### src/logic/agr_pkg.sv
// Package for the converter configuration bank: register offsets, field
// positions, reset values, decoded configuration carrier.
// Assumes a single 100 MHz clock domain and 8-bit register words.
`default_nettype none

package agr_pkg;

   // ------------------------------------------------------------------
   // Register offsets and reset values
   // ------------------------------------------------------------------
   localparam logic [7:0] OFS_AMPLIFIER_GAIN_CONFIG  = 8'h03;
   localparam logic [7:0] OFS_CONVERSION_RATE_CONFIG = 8'h04;
   localparam logic [7:0] OFS_REFERENCE_CONFIG       = 8'h05;
   localparam logic [7:0] RST_AMPLIFIER_GAIN_CONFIG  = 8'h00;
   localparam logic [7:0] RST_CONVERSION_RATE_CONFIG = 8'h14;
   localparam logic [7:0] RST_REFERENCE_CONFIG       = 8'h10;

   // ------------------------------------------------------------------
   // Field positions
   // ------------------------------------------------------------------
   localparam int GAIN_DELAY_LSB = 5;
   localparam int GAIN_AMP_LSB   = 3;
   localparam int GAIN_CODE_LSB  = 0;
   localparam int RATE_CHOP_BIT  = 7;
   localparam int RATE_CLK_BIT   = 6;
   localparam int RATE_MODE_BIT  = 5;
   localparam int RATE_FILT_BIT  = 4;
   localparam int RATE_SEL_LSB   = 0;
   localparam int REF_MON_LSB    = 6;
   localparam int REF_PBUF_BIT   = 5;
   localparam int REF_NBUF_BIT   = 4;
   localparam int REF_SRC_LSB    = 2;
   localparam int REF_CON_LSB    = 0;

   // ------------------------------------------------------------------
   // Codes and timing counts, in modulator periods
   // ------------------------------------------------------------------
   localparam logic [1:0]  AMP_ENABLED    = 2'b01;
   localparam logic [3:0]  RATE_CODE_MAX  = 4'hB;
   localparam logic [12:0] DLY_MOD_0      = 13'd14;
   localparam logic [12:0] DLY_MOD_1      = 13'd25;
   localparam logic [12:0] DLY_MOD_2      = 13'd64;
   localparam logic [12:0] DLY_MOD_3      = 13'd256;
   localparam logic [12:0] DLY_MOD_4      = 13'd1024;
   localparam logic [12:0] DLY_MOD_5      = 13'd2048;
   localparam logic [12:0] DLY_MOD_6      = 13'd4096;

   typedef enum logic [0:0] {
      DLY_IDLE = 1'b0,
      DLY_WAIT = 1'b1
   } agr_dly_state_t;

   // Decoded configuration handed to the analog and filter logic
   typedef struct packed {
      logic [7:0] gain_factor;    // One-hot: bit n means gain 2**n
      logic       amp_enable;
      logic       amp_bypass;
      logic       chop_enable;
      logic       ext_clk_sel;
      logic       single_shot;
      logic       low_latency;
      logic [3:0] rate_select;
      logic       rate_valid;
      logic       mon_low_en;
      logic       mon_high_en;
      logic       mon_pull_en;
      logic       pos_buf_en;
      logic       neg_buf_en;
      logic [1:0] ref_source;
      logic       int_ref_on;
      logic       int_ref_keep;   // Stays on in power-down
   } agr_cfg_t;

   // Conversion delay in modulator periods for a delay code
   function automatic logic [12:0] delay_periods(input logic [2:0] code);
      logic [12:0] r;
      r = DLY_MOD_0;
      unique case (code)
         3'd0: r = DLY_MOD_0;
         3'd1: r = DLY_MOD_1;
         3'd2: r = DLY_MOD_2;
         3'd3: r = DLY_MOD_3;
         3'd4: r = DLY_MOD_4;
         3'd5: r = DLY_MOD_5;
         3'd6: r = DLY_MOD_6;
         3'd7: r = DLY_MOD_0;
      endcase
      return r;
   endfunction

endpackage

`default_nettype wire

### src/logic/agr_config_bank.sv
// Configuration bank: gain, data-rate and reference registers, their
// decoded outputs, and the programmable delay before the first conversion.
// Assumes the serial front end turns a register-write command into a
// one-cycle write strobe and i_mod_tick pulses once per modulator period.
//
// Overview of operation
// - Write restarts conversion after 14/25/64/256/1024/2048/4096 modulator periods by code.
// - Amplifier field 00 bypasses and powers down, 01 enables, others reserved.
// - Gain code 000..111 maps to gain 1,2,4,...,128; reset gives 1.
// - Chop bit set swaps inputs and averages two readings; resets off.
// - Clock bit 0 uses internal oscillator, 1 uses external clock.
// - Mode bit 0 converts continuously, 1 converts single-shot.
// - Filter bit 0 selects sinc-cubed, 1 low-latency; resets to 1.
// - Four-bit rate field selects 2.5 to 1000 samples per second.
// - Monitor field selects off, low, both, or low with pull-together.
// - Source field picks external pair 0, pair 1, or internal reference.
// - Internal reference field: off, on except power-down, or always on.
`timescale 1ns/1ns
`default_nettype none

module agr_config_bank (
   input  wire logic             i_clk,
   input  wire logic             i_arst_n,
   input  wire logic             i_ce,
   input  wire logic             i_wr_valid,
   input  wire logic [7:0]       i_wr_addr,
   input  wire logic [7:0]       i_wr_data,
   input  wire logic [7:0]       i_rd_addr,
   input  wire logic             i_mod_tick,
   output logic      [7:0]       o_rd_data,
   output agr_pkg::agr_cfg_t     o_cfg,
   output logic                  o_delay_busy,
   output logic                  o_conv_start
);

   // ---------------------------------------------------------------
   // Register write decode
   // ---------------------------------------------------------------
   logic [7:0] gain_q;
   logic [7:0] rate_q;
   logic [7:0] ref_q;
   wire        wr_gain = i_wr_valid && (i_wr_addr == agr_pkg::OFS_AMPLIFIER_GAIN_CONFIG);
   wire        wr_rate = i_wr_valid && (i_wr_addr == agr_pkg::OFS_CONVERSION_RATE_CONFIG);
   wire        wr_ref  = i_wr_valid && (i_wr_addr == agr_pkg::OFS_REFERENCE_CONFIG);
   wire        wr_any  = wr_gain || wr_rate || wr_ref;

   // Reserved codes are stored as written; the host keeps them out
   // stored verbatim
   always_ff @(posedge i_clk or negedge i_arst_n) begin
      if (!i_arst_n) begin
         gain_q <= agr_pkg::RST_AMPLIFIER_GAIN_CONFIG;
         rate_q <= agr_pkg::RST_CONVERSION_RATE_CONFIG;
         ref_q  <= agr_pkg::RST_REFERENCE_CONFIG;
      end else if (i_ce) begin
         if (wr_gain) gain_q <= i_wr_data;
         if (wr_rate) rate_q <= i_wr_data;
         if (wr_ref)  ref_q  <= i_wr_data;
      end
   end

   // ---------------------------------------------------------------
   // Read path: unmapped offsets read as zero
   // ---------------------------------------------------------------
   wire [7:0] rd_d = (i_rd_addr == agr_pkg::OFS_AMPLIFIER_GAIN_CONFIG)  ? gain_q :
                     (i_rd_addr == agr_pkg::OFS_CONVERSION_RATE_CONFIG) ? rate_q :
                     (i_rd_addr == agr_pkg::OFS_REFERENCE_CONFIG)       ? ref_q  : 8'h00;

   // ---------------------------------------------------------------
   // Field decode
   // ---------------------------------------------------------------
   wire [1:0] amp_code = gain_q[agr_pkg::GAIN_AMP_LSB +: 2];
   wire [2:0] gain_code = gain_q[agr_pkg::GAIN_CODE_LSB +: 3];
   wire [1:0] mon_code = ref_q[agr_pkg::REF_MON_LSB +: 2];
   wire [1:0] con_code = ref_q[agr_pkg::REF_CON_LSB +: 2];
   wire [3:0] rate_code = rate_q[agr_pkg::RATE_SEL_LSB +: 4];
   agr_pkg::agr_cfg_t cfg_d;

   // gain one-hot; bypass relies on the host having set code 000
   assign cfg_d.gain_factor  = 8'h01 << gain_code;
   assign cfg_d.amp_enable   = (amp_code == agr_pkg::AMP_ENABLED);
   assign cfg_d.amp_bypass   = (amp_code == 2'b00);
   assign cfg_d.chop_enable  = rate_q[agr_pkg::RATE_CHOP_BIT];
   assign cfg_d.ext_clk_sel  = rate_q[agr_pkg::RATE_CLK_BIT];
   assign cfg_d.single_shot  = rate_q[agr_pkg::RATE_MODE_BIT];
   assign cfg_d.low_latency  = rate_q[agr_pkg::RATE_FILT_BIT];
   // rate field, codes above 1000 SPS flagged invalid
   assign cfg_d.rate_select  = rate_code;
   assign cfg_d.rate_valid   = (rate_code <= agr_pkg::RATE_CODE_MAX);
   assign cfg_d.mon_low_en   = (mon_code != 2'b00);
   assign cfg_d.mon_high_en  = (mon_code == 2'b10);
   assign cfg_d.mon_pull_en  = (mon_code == 2'b11);
   assign cfg_d.pos_buf_en   = !ref_q[agr_pkg::REF_PBUF_BIT];
   assign cfg_d.neg_buf_en   = !ref_q[agr_pkg::REF_NBUF_BIT];
   assign cfg_d.ref_source   = ref_q[agr_pkg::REF_SRC_LSB +: 2];
   assign cfg_d.int_ref_on   = (con_code == 2'b01) || (con_code == 2'b10);
   assign cfg_d.int_ref_keep = (con_code == 2'b10);

   always_ff @(posedge i_clk or negedge i_arst_n) begin
      if (!i_arst_n) begin
         o_cfg     <= '0;
         o_rd_data <= 8'h00;
      end else if (i_ce) begin
         o_cfg     <= cfg_d;
         o_rd_data <= rd_d;
      end
   end

   // ---------------------------------------------------------------
   // Conversion delay after a configuration write
   // ---------------------------------------------------------------
   // A write reloads the counter even mid-delay, so the newest settings
   // always get the full settling time.
   agr_pkg::agr_dly_state_t state_q;
   logic [12:0]             cnt_q;
   wire [2:0] dly_code = wr_gain ? i_wr_data[agr_pkg::GAIN_DELAY_LSB +: 3]
                                 : gain_q[agr_pkg::GAIN_DELAY_LSB +: 3];
   wire       dly_done = (state_q == agr_pkg::DLY_WAIT) && i_mod_tick && (cnt_q == 13'd1);

   always_ff @(posedge i_clk or negedge i_arst_n) begin
      if (!i_arst_n) begin
         state_q      <= agr_pkg::DLY_IDLE;
         cnt_q        <= 13'd0;
         o_conv_start <= 1'b0;
         o_delay_busy <= 1'b0;
      end else if (i_ce) begin
         o_conv_start <= dly_done && !wr_any;
         if (wr_any) begin
            state_q      <= agr_pkg::DLY_WAIT;
            cnt_q        <= agr_pkg::delay_periods(dly_code);
            o_delay_busy <= 1'b1;
         end else if (dly_done) begin
            state_q      <= agr_pkg::DLY_IDLE;
            cnt_q        <= 13'd0;
            o_delay_busy <= 1'b0;
         end else if ((state_q == agr_pkg::DLY_WAIT) && i_mod_tick) begin
            cnt_q <= cnt_q - 13'd1;
         end
      end
   end
endmodule // agr_config_bank

`default_nettype wire

### config.mk
export PLATFORM = sky130hd
export DESIGN_NAME = agr_config_bank
export DESIGN_NICKNAME = d
export VERILOG_FILES = /design/src/logic/agr_pkg.sv /design/src/logic/agr_config_bank.sv
export SDC_FILE = /design/constraint.sdc
export NUM_CORES = 1
export LEC_CHECK = 0
export BUFFER_PORTS_ARGS = -buffer_cell sky130_fd_sc_hd__buf_2
export CAP_MARGIN = 20
export CORE_ASPECT_RATIO = 2
export CORE_UTILIZATION = 56
export DETAILED_ROUTE_END_ITERATION = 10
export GPL_ROUTABILITY_DRIVEN = 0
export PLACE_DENSITY_LB_ADDON = 0.05
export SYNTH_ARGS = -nofsm -noshare
export SYNTH_HDL_FRONTEND = slang
export SYNTH_SLANG_ARGS = --single-unit
export TNS_END_PERCENT = 30
### constraint.sdc
create_clock -name i_clk -period 2.8 [get_ports i_clk]
set_input_delay 0.42 -clock i_clk [delete_from_list [all_inputs] [get_ports i_clk]]
set_output_delay 0.42 -clock i_clk [all_outputs]
set_load 0.03 [all_outputs]
==> results of run 1 <==
==> report_power, final <==
| group | switching [mW] | total [mW] | leakage (nW) | internal [mW] |
|---|---|---|---|---|
| Clock | 0.436 | 1.33 | 0.169 | 0.892 |
| Combinational | 0.333 | 0.551 | 0.925 | 0.218 |
| Sequential | 0.0936 | 1.27 | 0.979 | 1.18 |
| Total | 0.862 | 3.15 | 2.07 | 2.29 |
==> registers in the layout (all words and copies together), names as in the netlist <==
register,count
state_q,1
gain_q,8
cnt_q,13
o_cfg,28
o_rd_data,8
ref_q,8
o_conv_start,1
rate_q,8
==> final cells by class <==
type                            count  share of cell area, %
Clock inverter                      5                   2.25
Multi-Input combinational cell    228                   36.8
Timing Repair Buffer               76                   9.17
Sequential cell                    75                   42.3
Clock buffer                       11                   5.46
Tap cell                           86                   2.42
Inverter                           19                   1.60
==> cells in the final DEF (no fill, tap or decap), drive strengths merged, types with 2 or more instances in the layout <==
cell type,instances
nor3b,5
nor3,17
nand4,3
bufinv,3
o21ai,19
clkinv,2
nand2b,4
clkbuf,11
or3,3
o32ai,3
o31a,2
nand2,35
nand3,7
nor4,3
inv,19
nand3b,5
buf,76
mux2,37
or4,4
a41oi,8
a22o,8
nor2,22
nor2b,2
dfstp,3
dfrtp,72
a31oi,2
a21oi,3
ha,3
or4b,2
o211ai,5
mux2i,6
o22ai,6
==> cell families (layout without fill, tap and decap cells) <==
group                    after synthesis  in the layout  share of synthesized area, %
AND/OR/NAND/NOR                      119            119                          17.9
flip-flops                            75             75                          51.2
AO/OA/AOI/OAI                         63             63                          12.7
multiplexers                          43             43                          13.0
buffers and inverters                 35            111                          4.19
adder cells (fa/ha/maj)                3              3                          1.02
==> layer usage <==
metal  track usage (%)  up-vias
met1              30.4     1412
met2              47.8       88
met4              17.5        0
met3              5.43       27
li1                  -     1362
met5                 0        -
==> how the worst min path moves through the flow <==
| stage | startpoint | to | slack (ns) | depth (start not counted) |
|---|---|---|---|---|
| 6_report | i_arst_n | o_conv_start | 0.22 | 1 |
| 2_1_floorplan | i_arst_n | cnt_q[0] | 0.12 | 0 |
| 3_3_place_gp | ref_q[5] | o_cfg[5] | 0.46 | 1 |
| 3_5_place_dp | ref_q[5] | o_cfg[5] | 0.47 | 1 |
| 5_1_grt | i_arst_n | o_conv_start | 0.29 | 1 |
| 4_1_cts | i_arst_n | o_conv_start | 0.26 | 1 |
==> worst register-to-register path: stages, from the launching register on <==
cell	delay [ns]
dfrtp_1	0.41
inv_1	0.10
ha_1	0.15
or4b_1	0.49
nor4_4	0.36
or2_1	0.23
buf_4	0.18
o21ai_0	0.09
a211o_1	0.31
==> through the flow <==
stage,cells,utilization (%)
global placement,484,65.0
finish,500,70.5
CTS,500,70.5
floorplan,338,-
detailed placement,484,65.0
global route,500,70.5
==> summary.txt, run 1 <==
Most frequent cell after synthesis: dfrtp_1
Initial Util: 58.2%
Hold WS: 0.216 ns
Critical path endpoint category: flop
GRT overflow: 0
Relative slew slack: 37.5%
Worst path max stage delay: 0.49 ns
Max layer used: met4
Max Root-Sink Buffers: 2
DR vias: 2889
Reg2reg end: cnt_q[10]
Crit-path max FO: 9
PnR worst setup slack: 0.360 ns
Wire per inst: 17.5 um
Routed WL: 8740 um
RR Startpoint: cnt_q[1]
Largest cells by area after synthesis: dfrtp_1 49%, mux2_2 11%, nand2_1 3.6%
Synth area leader: dfrtp_1
Yosys warns: 0
Setup Buffers After CTS: 0
Core Box Area: 6310 sq um
Max Fclk: 0.410 GHz
Iter 0 DRT Violations: 153
Layout cells sized above 1: 34.3%
Avg Cell Area, Syn: 10.9 sq um
Routed length on met3: 275 um
DRC viols: 0
Pleak: 2.07 nW
M1 wire length: 3250 um
TritonCTS Buffers: 9
Worst-Margin Slew: 0.938 ns
Final setup violating endpoints: 0
Post-synth EDFFs: 0
CTS H-tree lvls: 3
Post-route cell area: 4450 sq um
Die height: 117 um
Footprint of the multi-input gates: 1640 sq um
R2r worst-path depth: 8
Reg clk slew, reported paths: 0.06 ns
Post-Syn Nets: 370
Hold Fails Final Rpt: 0
Cell Area, Synth: 3670 sq um
Post-layout min period: 2.44 ns
Clock root buffer: clkbuf_16
Tightest Hold Check Type: in -> async
Power Total: 3.15 mW
CP max stage cell: or4b_1
Worst-Skew Late Latency: 0.34 ns
Vias in the first global route: 2907
Gr usage total: 27.8%
Clock skew: 0.00456 ns
WS Path Type: reg -> reg
Crit path cell chain: inv_1 > ha_1 > or4b_1 > nor4_4 > or2_1 > buf_4 > o21ai_0 > a211o_1
Resized Gates After CTS: 0
Area of the die: 6900 sq um
Peak supply drop: 0.000535 V
Die W: 59.3 um
I/O Pins: 67
Filler Cell Count: 513
Seq/Total Area, Yosys: 51.2%
Crit path max-delay family: simple AND/OR/NAND/NOR gates
Pin count of the biggest net entering global routing: 76
Final setup TNS: 0 ns
CP Launch Type: flop
Storage element area: 1880 sq um
Fin nets: 441
Layout Area Growth over Synthesis: 21.1%
CP arrival: 2.66 ns
Max-slew violations: 0
Initial antenna violation count: 0
Reg2Reg Setup Slack: 0.36 ns
Diodes inserted: 0
Crit path buf inv count: 2
Input/output buffers: 66
Outcome: finished, final reports clean
Crit. path cell count: 8
Yosys top cell area share: 49.1%
Pre-CTS setup slack: 0.344 ns
Most frequent cells after synthesis: 72 x dfrtp_1, 37 x mux2_2, 35 x nand2_1
First-pass GRT wire length: 13900 um
Hpwl dp: 6220 um
Clock sinks: 75
Synth Register Bits: 75
Number of cell rows: 41
Detail Route Antenna Nets: 0
Setup crit start: cnt_q[1]
Metal2 WL: 4860 um
CTS tree: done
DP Area: 4100 sq um
Max-cap viol count: 0
First-pass iteration count of the detailed router: 6
DR vias/cell: 5.78
Async SR Flop Fraction: 100%
Pwr Density: 708 nW/um^2
Fin crit share: 87.1%
Commonest register cell after synthesis: dfrtp_1
Hold buffers post-CTS: 0
Mapped Cells: 338
Worst setup path end: cnt_q[10]
CP required: 3.02 ns
Unique masters post-synth: 56
RSZ-0062 raised after global routing: no
No activity file was read; power rests on OpenSTA's default activity.
==> inputs of run 2 (changes only) <==
- CORE_ASPECT_RATIO: 2 -> 0.8
==> run 2 against run 1 <==
Worst setup slack got worse by 0.068 ns; cell area decreased by 3.5%; global-route usage is 1.4 points lower; register-to-register slack lost 0.07 ns; largest power group is now registers.
==> summary.txt, run 2 (synthesis gave the netlist of run 1 again) <==
Outcome: finished, final reports clean
Clock skew: 0.00776 ns
First-pass GRT wire length: 13700 um
Max-cap viol count: 0
Area of the die: 6890 sq um
Commonest non-fill, non-tap cell in the layout: dfrtp_1
Fin crit share: 89.6%
Layout Area Growth over Synthesis: 16.8%
R2r worst-path depth: 8
Initial antenna violation count: 0
Worst-Margin Slew: 0.907 ns
Iter 0 DRT Violations: 218
Hpwl dp: 5900 um
Critical path endpoint category: flop
Hold buffers post-CTS: 0
Gr usage total: 26.4%
Reg2Reg Setup Slack: 0.29 ns
DR vias: 2905
Footprint of the multi-input gates: 1640 sq um
GRT overflow: 0
Storage element area: 1880 sq um
DRC viols: 0
Final setup TNS: 0 ns
Diodes inserted: 0
Tightest Hold Check Type: in -> async
RR Startpoint: cnt_q[1]
Crit-path max FO: 10
CP max stage cell: or4b_1
Number of flip-flops in the largest register: 28
CTS tree: done
Resized Gates After CTS: 0
RSZ-0062 raised after global routing: no
Post-layout min period: 2.51 ns
Worst-Skew Late Latency: 0.34 ns
Reg clk slew, reported paths: 0.08 ns
CTS H-tree lvls: 3
Pin count of the biggest net entering global routing: 76
Core Box Area: 6100 sq um
Filler Cell Count: 483
Detail Route Antenna Nets: 0
First-pass iteration count of the detailed router: 4
Setup crit start: cnt_q[1]
Crit path max-delay family: simple AND/OR/NAND/NOR gates
Biggest registers after layout: o_cfg x28, cnt_q x13
Max-slew violations: 0
Setup Buffers After CTS: 0
Die height: 74.4 um
Max Fclk: 0.399 GHz
Fin nets: 441
Hold Fails Final Rpt: 0
Clock root buffer: clkbuf_8
Crit. path cell count: 8
CP required: 3.03 ns
Most flops, register: o_cfg
Hold WS: 0.204 ns
Max Root-Sink Buffers: 2
CP Launch Type: flop
Number of cell rows: 25
DR vias/cell: 5.87
Vias in the first global route: 2677
Die W: 92.5 um
I/O Pins: 67
Worst setup path end: cnt_q[8]
Final setup violating endpoints: 0
Peak supply drop: 0.000357 V
Pwr Density: 602 nW/um^2
Most frequent cells in the layout: 72 x dfrtp_1, 65 x buf_2, 37 x mux2_2
Power Total: 2.58 mW
CP arrival: 2.74 ns
Routed WL: 8280 um
Worst path max stage delay: 0.49 ns
Reg2reg end: cnt_q[8]
Initial Util: 60.2%
Wire per inst: 16.7 um
TritonCTS Buffers: 9
Clock sinks: 75
Pleak: 1.99 nW
Input/output buffers: 66
Relative slew slack: 39.5%
Layout cells sized above 1: 34.3%
WS Path Type: reg -> reg
Crit path cell chain: inv_1 > ha_1 > or4b_1 > nor4_4 > or2_1 > buf_4 > o21ai_0 > a22o_1
Crit path buf inv count: 2
==> run 2: how the worst min path moves through the flow <==
| stage | start | end | slack, ns | depth (start not counted) |
|---|---|---|---|---|
| 2_1_floorplan | i_arst_n | cnt_q[0] | 0.12 | 0 |
| 3_3_place_gp | ref_q[5] | o_cfg[5] | 0.47 | 1 |
| 3_5_place_dp | ref_q[5] | o_cfg[5] | 0.48 | 1 |
| 4_1_cts | i_arst_n | o_cfg[26] | 0.24 | 1 |
| 5_1_grt | i_arst_n | o_cfg[24] | 0.27 | 1 |
| 6_report | i_arst_n | o_cfg[26] | 0.20 | 1 |
==> run 2: routing by layer <==
layer  wire, um  vias up  part of all wire, %  GRT usage (%)
met2       3680       93                   44           39.3
met5         31        -                 0.37           3.47
met3        486       10                  5.9           6.85
met4         89        2                  1.1           9.38
li1           -     1378                    -              -
met1       3990     1422                   48           37.6
==> run 2: worst register-to-register path, cell delays in order, from the launching register on <==
cell and delay (ns):
dfrtp_1 0.41, inv_1 0.10, ha_1 0.15, or4b_1 0.49, nor4_4 0.34, or2_1 0.36, buf_4 0.22, o21ai_0 0.10
a22o_1 0.25
==> run 2: cell type report <==
type                            count  area share, %
Sequential cell                    75           43.8
Multi-Input combinational cell    228           38.2
Timing Repair Buffer               76           9.51
Clock buffer                       13           3.94
Tap cell                           81           2.36
Inverter                           19           1.66
Clock inverter                      3          0.525
==> run 2: metrics by stage <==
step / cell area [sq um] / setup slack, ns / util [%] / cells
after floorplan: 3670 / 0.670 / - / 338
after global placement: 4100 / 0.443 / 67.2 / 479
after detailed placement: 4100 / 0.334 / 67.2 / 479
after CTS: 4290 / 0.320 / 70.3 / 495
after global routing: 4290 / 0.155 / 70.3 / 495
final: 4290 / 0.292 / 70.3 / 495
==> run 2: power by group <==
part / internal, mW / total (mW) / switching [mW]
Sequential: 1.17 / 1.27 / 0.0968
Clock: 0.395 / 0.786 / 0.391
Combinational: 0.214 / 0.527 / 0.313
==> inputs of run 3 (changes only) <==
- RECOVER_POWER: unset -> 25
==> run 3 against run 2 <==
The flow now finishes with violations (capacitance limit, slew limit); combinational power hardly changed; utilization decreased by 0.062 points; critical path depth unchanged; global-route usage unchanged; first-iteration DRC count unchanged; sequential power barely moved; critical path type unchanged; critical endpoint unchanged; highest routed layer unchanged.
==> summary.txt, run 3 (synthesis gave the netlist of run 1 again) <==
Outcome: finished with violations
Failing checks: capacitance limit, slew limit
Max-slew violations: 76
Tightest Hold Check Type: in -> reg
Worst-Margin Slew: 1.78 ns
Layout Area Growth over Synthesis: 16.7%
Iter 0 DRT Violations: 218
Hold Fails Final Rpt: 0
Reg2reg end: cnt_q[8]
Reg2Reg Setup Slack: 0.29 ns
Crit. path cell count: 8
GRT overflow: 0
CTS tree: done
Switching share of power: 31.0%
WS Path Type: reg -> reg
Post-layout util: 70.3%
First-pass iteration count of the detailed router: 5
Layout cells sized above 1: 34.1%
CP max stage cell: or4b_1
CP required: 3.03 ns
Gr usage total: 26.4%
Worst path max stage delay: 0.49 ns
Crit-path max FO: 10
Seq pwr share: 49.2%
First-pass GRT wire length: 13700 um
Footprint of the multi-input gates: 1640 sq um
Vias in the first global route: 2677
Max-cap viol count: 1
Most flops, register: o_cfg
CTS H-tree lvls: 3
Crit path buf inv count: 2
Net Sw Power: 0.802 mW
Detail Route Antenna Nets: 0
Max Root-Sink Buffers: 2
Crit path max-delay family: simple AND/OR/NAND/NOR gates
Relative slew slack: -18.7%
RR Startpoint: cnt_q[1]
Final setup TNS: 0 ns
Placed cell count: 479
Wire per inst: 16.7 um
DR vias: 2906
Most frequent cells in the layout: 72 x dfrtp_1, 64 x buf_2, 37 x mux2_2
Core Box Area: 6100 sq um
Peak supply drop: 0.000357 V
Max Fclk: 0.399 GHz
Pre-CTS setup slack: 0.334 ns
Filler Cell Count: 484
Setup crit start: cnt_q[1]
Die height: 74.4 um
Fin crit share: 89.6%
TritonCTS Buffers: 9
Area of the die: 6890 sq um
Crit path cell chain: inv_1 > ha_1 > or4b_1 > nor4_4 > or2_1 > buf_4 > o21ai_0 > a22o_1
R2r worst-path depth: 8
Reg clk slew, reported paths: 0.08 ns
Clock power frac: 30.4%
Die W: 92.5 um
Biggest registers after layout: o_cfg x28, cnt_q x13
Pleak: 1.99 nW
Pin count of the biggest net entering global routing: 76
Diodes inserted: 0
Initial antenna violation count: 0
Storage element area: 1880 sq um
DRC viols: 0
Initial Util: 60.2%
Hpwl dp: 5900 um
Power Internal: 1.78 mW
Combinational Power Share: 20.4%
CP Launch Type: flop
Clock root buffer: clkbuf_8
CP arrival: 2.74 ns
Routed WL: 8280 um
I/O Pins: 67
Fin nets: 441
Clock sinks: 75
Hold WS: 0.334 ns
Hold buffers post-CTS: 0
Clock skew: 0.00775 ns
Pwr Density: 603 nW/um^2
DR vias/cell: 5.87
Commonest non-fill, non-tap cell in the layout: dfrtp_1
Final setup violating endpoints: 0
Resized Gates After CTS: 0
PnR worst setup slack: 0.292 ns
Setup Buffers After CTS: 0
Critical path endpoint category: flop
Post-layout min period: 2.51 ns
Worst setup path end: cnt_q[8]
Input/output buffers: 66
Number of flip-flops in the largest register: 28
Post-route insts no fill: 495
RSZ-0062 raised after global routing: no
Number of cell rows: 25
Worst-Skew Late Latency: 0.34 ns
-- run 3: worst min path at each step --
stage                 to          from  slack (ns)  cells past startpoint
2_1_floorplan   cnt_q[0]      i_arst_n        0.12                      0
3_3_place_gp    o_cfg[5]      ref_q[5]        0.47                      1
3_5_place_dp    o_cfg[5]      ref_q[5]        0.48                      1
4_1_cts        o_cfg[26]      i_arst_n        0.24                      1
5_1_grt        gain_q[1]  i_wr_data[1]        0.31                      2
6_report       rate_q[1]  i_wr_data[1]        0.33                      2
-- run 3: power by group through the flow --
stage	Clock [mW]	Combinational, mW	Sequential, mW
after floorplan	0	0.332	1.30
after global placement	0	0.519	1.28
after detailed placement	0	0.520	1.29
after CTS	0.798	0.524	1.27
after global routing	0.850	0.581	1.28
final	0.787	0.527	1.27
-- run 3: metal layers --
| layer | part of all wire [%] | GRT usage (%) | vias to the layer above |
|---|---|---|---|
| met4 | 1.1 | 9.38 | 2 |
| met1 | 48 | 37.6 | 1423 |
| met5 | 0.37 | 3.47 | - |
| li1 | - | - | 1378 |
| met2 | 44 | 39.3 | 93 |
| met3 | 5.9 | 6.85 | 10 |
-- run 3: through the flow --
step / total power [mW] / cell area (sq um)
after floorplan: 1.63 / 3670
after global placement: 1.80 / 4100
after detailed placement: 1.81 / 4100
after CTS: 2.59 / 4290
after global routing: 2.71 / 4290
final: 2.58 / 4290
-- run 3: area by class of cell --
type                    count  area share [%]
flip-flops and latches     75            43.9
inverters                  19            1.66
multi-input cells         228            38.2
well taps                  81            2.36
repair buffers             76            9.43
clock buffers              13            3.94
clock inverters             3           0.526
